`src/hw/clk_sel_pkg.sv`:
```
// constants, opcode encodings and types for the clock-select and
// complement execute block.
// assumes one core clock and a fetch unit that presents one word at a time.
//
// Contract
// - opcode 01c complements the accumulator; carry kept, no skip.
// - opcode 29a selects the ceramic oscillator; carry kept.
// - opcode 29b selects the rc oscillator in one word, one cycle.
// - crystal opcode selects crystal oscillator; one cycle, carry kept.
package clk_sel_pkg;

   localparam int INSTR_WIDTH = 10;
   localparam int ACC_WIDTH   = 4;
   localparam int LED_WIDTH   = 8;
   localparam int SEL_WIDTH   = 2;

   localparam logic [9:0] OP_COMPLEMENT_ACC = 10'h01c;
   localparam logic [9:0] OP_SELECT_CERAMIC = 10'h29a;
   localparam logic [9:0] OP_SELECT_RC      = 10'h29b;
   // encodings not known here; plain defaults, overridable at the top
   localparam logic [9:0] OP_SELECT_CRYSTAL = 10'h3fe;
   localparam logic [9:0] OP_CLEAR_LED_PORT = 10'h3fd;

   // execution of each decoded opcode takes this many cycles
   localparam int EXEC_CYCLES = 1;

   typedef enum logic [1:0] {
      CLK_SRC_CERAMIC,
      CLK_SRC_RC,
      CLK_SRC_CRYSTAL
   } clk_src_t;

   localparam clk_src_t CLK_SRC_RESET = CLK_SRC_CERAMIC;
   localparam logic [3:0] ACC_RESET   = 4'h0;
   localparam logic       CARRY_RESET = 1'b0;
   localparam logic [7:0] LED_RESET   = 8'h00;
   localparam logic [7:0] LED_CLEARED = 8'h00;

endpackage

```
`src/hw/opcode_decode.sv`:
```
// single-word opcode decoder for the clock-select and complement group.
// assumes the word is stable while wordValid is high; purely combinational.
`timescale 1ns/1ns
module opcode_decode #(
   parameter logic [9:0] OP_CRYSTAL = clk_sel_pkg::OP_SELECT_CRYSTAL,
   parameter logic [9:0] OP_CLEAR   = clk_sel_pkg::OP_CLEAR_LED_PORT
) (
   input  wire logic       wordValid,
   input  wire logic [9:0] word,
   output wire logic       hitComplement,
   output wire logic       hitCeramic,
   output wire logic       hitRc,
   output wire logic       hitCrystal,
   output wire logic       hitClearPort
);

   function automatic logic matchOp(input logic v, input logic [9:0] w,
                                    input logic [9:0] op);
      matchOp = v && (w == op);
   endfunction

   assign hitComplement = matchOp(wordValid, word,
                                  clk_sel_pkg::OP_COMPLEMENT_ACC);
   assign hitCeramic    = matchOp(wordValid, word,
                                  clk_sel_pkg::OP_SELECT_CERAMIC);
   assign hitRc         = matchOp(wordValid, word, clk_sel_pkg::OP_SELECT_RC);
   assign hitCrystal    = matchOp(wordValid, word, OP_CRYSTAL);
   assign hitClearPort  = matchOp(wordValid, word, OP_CLEAR);

endmodule

```
`src/hw/clock_select_and_complement_ops.sv`:
```
// execute stage for complement, oscillator-select and led-port-clear opcodes.
// assumes fetch, accumulator loads and port writes come from the same clock;
// the clock-generation unit consumes clkSrcSel and switches glitch-free.
`timescale 1ns/1ns
module clock_select_and_complement_ops #(
   parameter int         LED_W      = clk_sel_pkg::LED_WIDTH,
   parameter logic [9:0] OP_CRYSTAL = clk_sel_pkg::OP_SELECT_CRYSTAL,
   parameter logic [9:0] OP_CLEAR   = clk_sel_pkg::OP_CLEAR_LED_PORT
) (
   input  wire logic                                 mclk,
   input  wire logic                                 resetn,
   input  wire logic                                 clkEn,
   input  wire logic                                 instrValid,
   input  wire logic [clk_sel_pkg::INSTR_WIDTH-1:0]  instrWord,
   input  wire logic                                 accLoad,
   input  wire logic [clk_sel_pkg::ACC_WIDTH-1:0]    accLoadData,
   input  wire logic                                 carryLoad,
   input  wire logic                                 carryLoadData,
   input  wire logic                                 portLoad,
   input  wire logic [LED_W-1:0]                     portLoadData,
   output logic [clk_sel_pkg::ACC_WIDTH-1:0]         acc,
   output logic                                      carry_flag,
   output logic [clk_sel_pkg::SEL_WIDTH-1:0]         clkSrcSel,
   output logic [LED_W-1:0]                          ledPort,
   output logic                                      execDone,
   output logic                                      skipReq
);

   logic                   complement_accumulator_op;
   logic                   select_ceramic_osc_op;
   logic                   select_rc_osc_op;
   logic                   select_crystal_osc_op;
   logic                   clearPortOp;
   logic                   anyOp;
   logic                   anySelect;
   clk_sel_pkg::clk_src_t  clkSrc;
   clk_sel_pkg::clk_src_t  next_clkSrc;
   logic [clk_sel_pkg::ACC_WIDTH-1:0] next_acc;
   logic                   next_carry;
   logic [LED_W-1:0]       next_ledPort;

   opcode_decode #(
      .OP_CRYSTAL (OP_CRYSTAL),
      .OP_CLEAR   (OP_CLEAR)
   ) u_decode (
      .wordValid     (instrValid),
      .word          (instrWord),
      .hitComplement (complement_accumulator_op),
      .hitCeramic    (select_ceramic_osc_op),
      .hitRc         (select_rc_osc_op),
      .hitCrystal    (select_crystal_osc_op),
      .hitClearPort  (clearPortOp)
   );

   assign anySelect = select_ceramic_osc_op | select_rc_osc_op
                    | select_crystal_osc_op;
   assign anyOp     = anySelect | complement_accumulator_op | clearPortOp;

   // invert accumulator
   // the opcode wins over a concurrent load: only one word executes per cycle
   assign next_acc = complement_accumulator_op ? ~acc :
                     accLoad                   ? accLoadData : acc;

   // carry is never touched by this group; only a foreign load moves it
   assign next_carry = carryLoad ? carryLoadData : carry_flag;

   assign next_ledPort = clearPortOp ? LED_W'(clk_sel_pkg::LED_CLEARED) :
                         portLoad    ? portLoadData : ledPort;

   always_comb begin
      next_clkSrc = clkSrc;
      if (select_ceramic_osc_op) begin
         next_clkSrc = clk_sel_pkg::CLK_SRC_CERAMIC;
      end else if (select_rc_osc_op) begin
         next_clkSrc = clk_sel_pkg::CLK_SRC_RC;
      end else if (select_crystal_osc_op) begin
         next_clkSrc = clk_sel_pkg::CLK_SRC_CRYSTAL;
      end
   end

   always_ff @(posedge mclk) begin
      if (!resetn) begin
         acc        <= clk_sel_pkg::ACC_RESET;
         carry_flag <= clk_sel_pkg::CARRY_RESET;
         ledPort    <= LED_W'(clk_sel_pkg::LED_RESET);
      end else if (clkEn) begin
         acc        <= next_acc;
         carry_flag <= next_carry;
         ledPort    <= next_ledPort;
      end
   end

   always_ff @(posedge mclk) begin
      if (!resetn) begin
         clkSrc <= clk_sel_pkg::CLK_SRC_RESET;
      end else if (clkEn) begin
         clkSrc <= next_clkSrc;
      end
   end

   // select is registered so the clock unit never sees decode glitches
   always_ff @(posedge mclk) begin
      if (!resetn) begin
         clkSrcSel <= clk_sel_pkg::CLK_SRC_RESET;
      end else if (clkEn) begin
         clkSrcSel <= next_clkSrc;
      end
   end

   always_ff @(posedge mclk) begin
      if (!resetn) begin
         execDone <= 1'b0;
         skipReq  <= 1'b0;
      end else if (clkEn) begin
         execDone <= anyOp;
         skipReq  <= 1'b0;
      end
   end

   // checks: most sample on enabled edges only; AST_NO_SKIP holds on every edge and AST_FROZEN checks edges with clkEn low

   AST_COMPLEMENT: assert property (
      @(posedge mclk) disable iff (!resetn)
      clkEn && complement_accumulator_op |=> acc == ~$past(acc))
      else $error("accumulator not complemented");

   AST_COMPLEMENT_CARRY: assert property (
      @(posedge mclk) disable iff (!resetn)
      clkEn && complement_accumulator_op && !carryLoad
      |=> carry_flag == $past(carry_flag))
      else $error("carry moved on complement");

   AST_CERAMIC: assert property (
      @(posedge mclk) disable iff (!resetn)
      clkEn && select_ceramic_osc_op
      |=> clkSrcSel == clk_sel_pkg::CLK_SRC_CERAMIC && execDone)
      else $error("ceramic not selected");

   AST_RC: assert property (
      @(posedge mclk) disable iff (!resetn)
      clkEn && select_rc_osc_op
      |=> clkSrcSel == clk_sel_pkg::CLK_SRC_RC && execDone)
      else $error("rc not selected");

   AST_CRYSTAL: assert property (
      @(posedge mclk) disable iff (!resetn)
      clkEn && select_crystal_osc_op
      |=> clkSrcSel == clk_sel_pkg::CLK_SRC_CRYSTAL && !skipReq)
      else $error("crystal not selected");

   AST_SELECT_CARRY: assert property (
      @(posedge mclk) disable iff (!resetn)
      clkEn && anySelect && !carryLoad
      |=> $stable(carry_flag))
      else $error("carry moved on clock select");

   AST_SELECT_HOLD: assert property (
      @(posedge mclk) disable iff (!resetn)
      clkEn && !anySelect |=> $stable(clkSrcSel))
      else $error("clock select changed without opcode");

   AST_PORT_CLEAR: assert property (
      @(posedge mclk) disable iff (!resetn)
      clkEn && clearPortOp && !accLoad && !carryLoad
      |=> ledPort == '0 && $stable(acc) && $stable(carry_flag))
      else $error("led port not cleared or state disturbed");

   AST_NO_SKIP: assert property (
      @(posedge mclk) disable iff (!resetn)
      !skipReq)
      else $error("skip raised by this group");

   AST_FROZEN: assert property (
      @(posedge mclk) disable iff (!resetn)
      !clkEn |=> $stable(acc) && $stable(clkSrcSel) && $stable(ledPort))
      else $error("state moved while clock enable low");

   // checks on the done pulse, the legal select codes, priority and on what this group must leave alone

   AST_DONE_PULSE: assert property (
      @(posedge mclk) disable iff (!resetn)
      clkEn |=> execDone == $past(anyOp))
      else $error("done pulse does not follow decoded opcode");

   AST_SELECT_LEGAL: assert property (
      @(posedge mclk) disable iff (!resetn)
      clkSrcSel != 2'h3)
      else $error("clock select holds the unused code");

   // a foreign write lands unless the complement opcode takes the cycle
   AST_ACC_LOAD: assert property (
      @(posedge mclk) disable iff (!resetn)
      clkEn && accLoad && !complement_accumulator_op
      |=> acc == $past(accLoadData))
      else $error("accumulator load lost");

   AST_CLEAR_WINS: assert property (
      @(posedge mclk) disable iff (!resetn)
      clkEn && clearPortOp && portLoad
      |=> ledPort == '0)
      else $error("port write beat the clear opcode");

   // carry is only ever moved by its own load, never by these opcodes
   AST_CARRY_HOLD: assert property (
      @(posedge mclk) disable iff (!resetn)
      clkEn && !carryLoad |=> $stable(carry_flag))
      else $error("carry moved without a carry load");

   COV_COMPLEMENT_TWICE: cover property (
      @(posedge mclk) disable iff (!resetn)
      clkEn && complement_accumulator_op ##1
      clkEn && complement_accumulator_op);

   COV_CERAMIC_TO_CRYSTAL: cover property (
      @(posedge mclk) disable iff (!resetn)
      clkEn && select_ceramic_osc_op ##[1:8] clkEn && select_crystal_osc_op);

   COV_RC_SELECT: cover property (
      @(posedge mclk) disable iff (!resetn)
      clkEn && select_rc_osc_op);

   COV_PORT_CLEAR: cover property (
      @(posedge mclk) disable iff (!resetn)
      clkEn && portLoad && clearPortOp);

endmodule

```
`config.mk`:
```
export PLATFORM = sky130hd
export DESIGN_NAME = clock_select_and_complement_ops
export DESIGN_NICKNAME = d
export VERILOG_FILES = /design/src/hw/clk_sel_pkg.sv /design/src/hw/opcode_decode.sv /design/src/hw/clock_select_and_complement_ops.sv
export SDC_FILE = /design/constraint.sdc
export NUM_CORES = 1
export LEC_CHECK = 0
export BUFFER_PORTS_ARGS = -buffer_cell sky130_fd_sc_hd__buf_2
export CAP_MARGIN = 10
export CORE_MARGIN = 3
export CORE_UTILIZATION = 43
export CTS_BUF_LIST = sky130_fd_sc_hd__clkbuf_8
export DETAILED_ROUTE_END_ITERATION = 8
export PLACE_DENSITY = 0.83
export SLEW_MARGIN = 10
export SYNTH_ARGS = -nofsm -noshare
export SYNTH_HDL_FRONTEND = slang
export SYNTH_SLANG_ARGS = --single-unit
```
`constraint.sdc`:
```
create_clock -name mclk -period 1.8 [get_ports mclk]
set_input_delay 0.18 -clock mclk [delete_from_list [all_inputs] [get_ports mclk]]
set_output_delay 0.18 -clock mclk [all_outputs]
set_load 0.005 [all_outputs]
```
==> impl_metrics.csv, run 1 <==
group,metric,value,unit
status,status,"complete, no violations",
logic_synthesis,yosysTopAreaCell,"dfxtp_1",
placement,post_dp_cell_area,995,um2
critical_path,rr_startpoint,"clkSrcSel[0]",
critical_path,cp_cell_sequence,"buf_2 > or3_1 > nor2_1 > and2_1 > o21ai_0 > a31o_1",
logic_synthesis,synth_compound_area_share,26.0,%
critical_path,regToRegSetupSlack,850,ps
logic_synthesis,synth_xor_area_share,0,%
placement,dp_cells,149,
power,peakVddDrop,599,uV
logic_synthesis,synth_area,766,um2
logic_synthesis,synth_mux_area_share,0,%
timing,max_freq,0.815,GHz
critical_path,required,1930,ps
routing,drt_pass1_iterations,4,
logic_synthesis,synth_simple_gate_area_share,27.8,%
routing,wl_per_cell,12.6,um
hold_path,hp-class,"input port to flop",
layout,fin_nets,160,
critical_path,crit_slowest_cell,"or3_1",
critical_path,crit_fanout,4,
critical_path,worst_r2r_endpoint,"clkSrcSel[0]",
cts,cts_root_buf,"clkbuf_8",
cts,cts_num_sinks,16,
timing,slew_viol_final,0,
timing,skew,0,ps
logic_synthesis,synth_fp_nets,114,
logic_synthesis,yosys_warnings,0,
timing,tns,0,ps
layout,multi_input_area,415,um2
placement,place.gp.congestion,0.839,
power,p_seq_share,47.4,%
layout,antenna_cells,0,
critical_path,rr_worst_depth,2,
critical_path,cp-start-kind,"input port",
routing,dr.first_iter.drc_count,3,
cts,hold_buffers,0,
layout,final_layout_size_suffix_gt1_share,41.9,%
cts,clkLatencyLatePin,240,ps
timing,period_share,68.2,%
die,design.core.area,1590,um2
die,start_util,48.0,%
logic_synthesis,synth_cells,84,
die,fp-row-count,14,
hold_path,hold_depth,2,
layout,n_fill_cell,134,
cts,clkTransAtPathRegs,60,ps
power,p_comb_share,13.9,%
critical_path,cp-end-kind,"flop",
critical_path,cp.arrival,1360,ps
global_routing,antenna_found_initial,0,
routing,route.antenna.remaining_nets,0,
power,power,797,uW
routing,drc,0,
critical_path,critPathKind,"input port to flop",
logic_synthesis,ys_types,33,
timing,setup_violations,0,
timing,hold_violations,0,
logic_synthesis,synth.area.top_cells,"dfxtp_1 (42%), a22o_1 (9.2%), a31o_1 (4.6%)",
power,power_density,759,nW/um2
timing,holdWs,155,ps
cts,clockBufferDepth,2,
die,die_h,48.2,um
cts,cts-resized-gates,0,
hold_path,hold_end,"ledPort[5]",
logic_synthesis,synth_area_per_cell,9.12,um2
global_routing,grt.total_usage,16.7,%
die,die_area,2320,um2
critical_path,max_stage_delay,390,ps
logic_synthesis,synthAdderAreaFrac,0,%
cts,cts_tree,"built",
timing,fin_crit,1230,ps
layout,syn_to_final_growth,37.1,%
placement,dpl.hpwl,1520,um
global_routing,grt_max_degree,15,
layout,regArea,320,um2
layout,fin_cells,153,
cts,h-tree-depth,1,
timing,rsz0062_at_grt,"no",
placement,io_buffers,45,
power,p_switching,175,uW
power,swShare,22.0,%
global_routing,grt_overflow,0,
logic_synthesis,yosysTopAreaCellShare,41.8,%
global_routing,first_global_vias,706,
logic_synthesis,synth-seq-area-share,41.8,%
power,p_int,621,uW
job,maxCapViolations,0,
routing,routed_wl,1920,um
global_routing,grt_pass1_wl,2860,um
logic_synthesis,ys_ff_latch,16,
cts,cts_setup_buffers,0,
power,pwr-share-clk,38.6,%
power,total_leakage_power,0.482,nW
routing,vias_per_cell,5.24,
layout,design_area,1050,um2
hold_path,min_from,"portLoadData[5]",
die,die-width,48.2,um
logic_synthesis,synth_top_family_by_area,"simple AND/OR/NAND/NOR gates",
die,boundaryPins,47,
cts,numCtsBuffers,3,
routing,vias,802,
sequential cells by signal (all words and copies together), names as in the netlist:
name        flops
ledPort         8
acc             4
carry_flag      1
clkSrcSel       2
execDone        1
synthesized netlist by cell type (all sizes together):
master and count:
nand2b 1, nand3 3, nor3b 1, nor3 2, nand4b 1, or3b 1, inv 1, a21boi 3
dfxtp 16, a31oi 1, o21ai 5, and3 2, and2 1, nand2 8, nor2 3, buf 2
a31o 4, clkbuf 2, nand4 2, nor2b 4, a21oi 4, nand3b 4, a22o 8, or3 1
nor4 1, conb 1, o31ai 1, o31a 1
kinds of logic after synthesis:
kind of cell | Yosys count
AND/OR/NAND/NOR | 35
AO/OA/AOI/OAI | 27
other | 1
buffers and inverters | 5
flip-flops | 16
how the worst max path moves through the flow:
stage | endpoint | depth (start not counted) | from
floorplan | ledPort[0] | 6 | instrWord[8]
global placement | acc[1] | 6 | instrWord[5]
detailed placement | acc[2] | 6 | instrWord[5]
CTS | acc[0] | 6 | instrWord[5]
global route | acc[0] | 6 | instrWord[5]
finish | acc[0] | 6 | instrWord[5]
through the flow:
stage,utilization (%),worst slack (ps)
after global routing,65.9,530
after CTS,65.9,577
after detailed placement,62.4,348
final,65.9,572
after floorplan,-,525
after global placement,62.4,379
layer usage:
metal	track usage, %	up-vias	wire length (um)
li1	-	402	-
met4	3.23	0	10
met2	29.4	30	922
met5	0	-	0
met3	2.58	2	147
met1	21.3	368	842
power by group through the flow:
stage	registers, mW	clock network [mW]	logic, mW
final	0.378	0.308	0.111
after global routing	0.380	0.326	0.124
after CTS	0.378	0.315	0.112
after detailed placement	0.386	0	0.111
after global placement	0.385	0	0.107
after floorplan	0.387	0	0.0494
area by class of cell:
cell class | instances | area share [%]
flip-flops and latches | 16 | 30.5
multi-input cells | 63 | 39.6
repair buffers | 45 | 21.5
well taps | 24 | 2.86
clock buffers | 4 | 5.24
inverters | 1 | 0.358
layout by cell type (no fill, tap or decap), types with 2 or more instances in the layout:
cell      netlist  final
buf_2           0     45
dfxtp_1        16     16
nand2_1         8      8
a22o_1          8      8
o21ai_0         5      5
nor2b_1         4      4
nand3b_1        4      4
a21oi_1         4      4
a31o_1          4      4
clkbuf_8        0      4
nor2_1          3      3
nor3_1          2      2
nand4_1         2      2
nand3_1         2      2
worst max-delay path: cells and delay by family:
kind / cells / cell delay, ps
simple gates: 3 / 730
compound gates: 2 / 360
buf+inv: 1 / 100
No activity file was read; power rests on OpenSTA's default activity.
==> inputs of run 2 (changes only) <==
Clock period 1.8 ns to 1.24 ns, I/O delays scaled along.
==> run 2 against run 1 <==
Effect of this change:
- worst hold slack lost 60 ps
- clock skew is the same
- power increased by 37%
- critical path depth did not move
- sequential power increased by 45%
- critical path type unchanged
- core utilization grew 0.55 points
- sequential cell count stayed put
- register-to-register slack lost 550 ps
- critical endpoint is now acc[2]
- cell count is 1.3% higher
- non-clock buffer count up 3
- highest routed layer unchanged
- largest power group unchanged
- global-route usage grew 0.94 points
==> impl_metrics.csv, run 2 (synthesis gave the netlist of run 1 again) <==
group,metric,value,unit
status,status,"complete, no violations",
critical_path,worst_r2r_endpoint,"clkSrcSel[0]",
die,start_util,48.0,%
layout,final_layout_size_suffix_gt1_share,42.7,%
timing,rsz0062_at_grt,"no",
power,p_switching,248,uW
cts,cts_num_sinks,16,
placement,dpl.hpwl,1490,um
timing,tns,0,ps
timing,skew,0,ps
cts,h-tree-depth,1,
critical_path,rr_startpoint,"clkSrcSel[0]",
placement,pre_cts_ws,-156,ps
timing,setup_violations,0,
cts,cts_setup_buffers,0,
layout,syn_to_final_growth,38.2,%
power,power_density,1030,nW/um2
global_routing,grt_max_degree,14,
routing,route.antenna.remaining_nets,0,
routing,vias,829,
cts,cts_root_buf,"clkbuf_8",
routing,wl_per_cell,12.3,um
cts,cts_tree,"built",
cts,numCtsBuffers,3,
power,p_seq_share,50.4,%
power,total_leakage_power,0.490,nW
cts,clockBufferDepth,2,
critical_path,regToRegSetupSlack,300,ps
placement,dp_cells,152,
job,maxCapViolations,0,
layout,fin_cells,155,
power,p_comb_share,15.2,%
hold_path,hp-class,"input port to flop",
layout,antenna_cells,0,
layout,utilization,66.4,%
cts,cts-resized-gates,0,
cts,clkLatencyLatePin,240,ps
placement,place.gp.congestion,0.802,
die,boundaryPins,47,
routing,routed_wl,1900,um
routing,drc,0,
layout,fin_nets,163,
timing,final.setup.worst_slack,84.9,ps
global_routing,grt.total_usage,17.6,%
power,pwr-share-clk,34.4,%
cts,clkTransAtPathRegs,60,ps
timing,period_share,93.2,%
die,die_area,2320,um2
critical_path,cp.arrival,1290,ps
power,swShare,22.8,%
critical_path,rr_worst_depth,2,
critical_path,crit_fanout,4,
hold_path,hold_end,"ledPort[2]",
die,die_h,48.2,um
layout,largestRegisters,"ledPort: 8 flops, acc: 4 flops, clkSrcSel: 2 flops",
global_routing,grt_overflow,0,
global_routing,grt_pass1_wl,2880,um
timing,holdWs,94.9,ps
hold_path,hold_depth,2,
die,die-width,48.2,um
power,peakVddDrop,488,uV
critical_path,required,1380,ps
routing,vias_per_cell,5.35,
timing,fin_crit,1160,ps
timing,slew_viol_final,0,
timing,max_freq,0.866,GHz
layout,mostFrequentLayoutCell,"buf_2",
routing,drt_pass1_iterations,4,
critical_path,cp-start-kind,"input port",
critical_path,critPathKind,"input port to flop",
global_routing,first_global_vias,725,
die,fp-row-count,14,
placement,io_buffers,45,
layout,largest_reg_flops,8,
global_routing,antenna_found_initial,0,
power,p_int,840,uW
layout,layout_common_cells,"buf_2 (45), dfxtp_1 (16), nand2_1 (8), a22o_1 (8), o21ai_0 (5)",
routing,dr.first_iter.drc_count,15,
layout,regMostFlops,"ledPort",
cts,hold_buffers,0,
critical_path,cp-end-kind,"flop",
die,design.core.area,1590,um2
hold_path,min_from,"portLoadData[2]",
layout,n_fill_cell,137,
timing,hold_violations,0,
## run 2: power groups by stage
stage / registers [mW] / clock network, mW / logic [mW]
2_1_floorplan: 0.562 / 0 / 0.0717
3_3_place_gp: 0.559 / 0 / 0.161
3_5_place_dp: 0.559 / 0 / 0.165
4_1_cts: 0.548 / 0.383 / 0.167
5_1_grt: 0.551 / 0.406 / 0.185
6_report: 0.549 / 0.374 / 0.166
## run 2: worst max path at each step
stage                       from         end  slack, ps  depth (start not counted)
floorplan           instrWord[8]  ledPort[0]         20                          6
global placement    instrWord[5]      acc[1]       -120                          6
detailed placement  instrWord[5]      acc[0]       -160                          6
CTS                 instrWord[5]      acc[0]         90                          6
global route        instrWord[5]      acc[0]        0.2                          6
finish              instrWord[5]      acc[2]         80                          6
## run 2: stage by stage
| step | cell area [um2] | power, mW |
|---|---|---|
| 2_1_floorplan | 766 | 0.634 |
| 3_3_place_gp | 1020 | 0.719 |
| 3_5_place_dp | 1020 | 0.724 |
| 4_1_cts | 1060 | 1.10 |
| 5_1_grt | 1060 | 1.14 |
| 6_report | 1060 | 1.09 |
## run 2: layer usage
metal	part of all wire (%)	track usage, %	up-vias
li1	-	-	408
met1	43	21.4	387
met2	48	28.4	30
met3	8.0	4.43	4
met4	1.1	9.14	0
met5	0	0	-
## run 2: layout make-up
cell class | instances | area [um2] | share of cell area [%]
tap | 24 | 30.0 | 2.84
clock buffer | 3 | 41.3 | 3.90
timing repair buffer | 48 | 248 | 23.4
inverter | 1 | 3.75 | 0.355
sequential | 16 | 320 | 30.3
multi-input combinational | 63 | 415 | 39.2
## run 2: worst max-delay path: stages
cell	delay (ps)
buf_2	100
or3_1	400
nor2_1	130
and2_1	210
o21ai_0	110
a31o_1	220
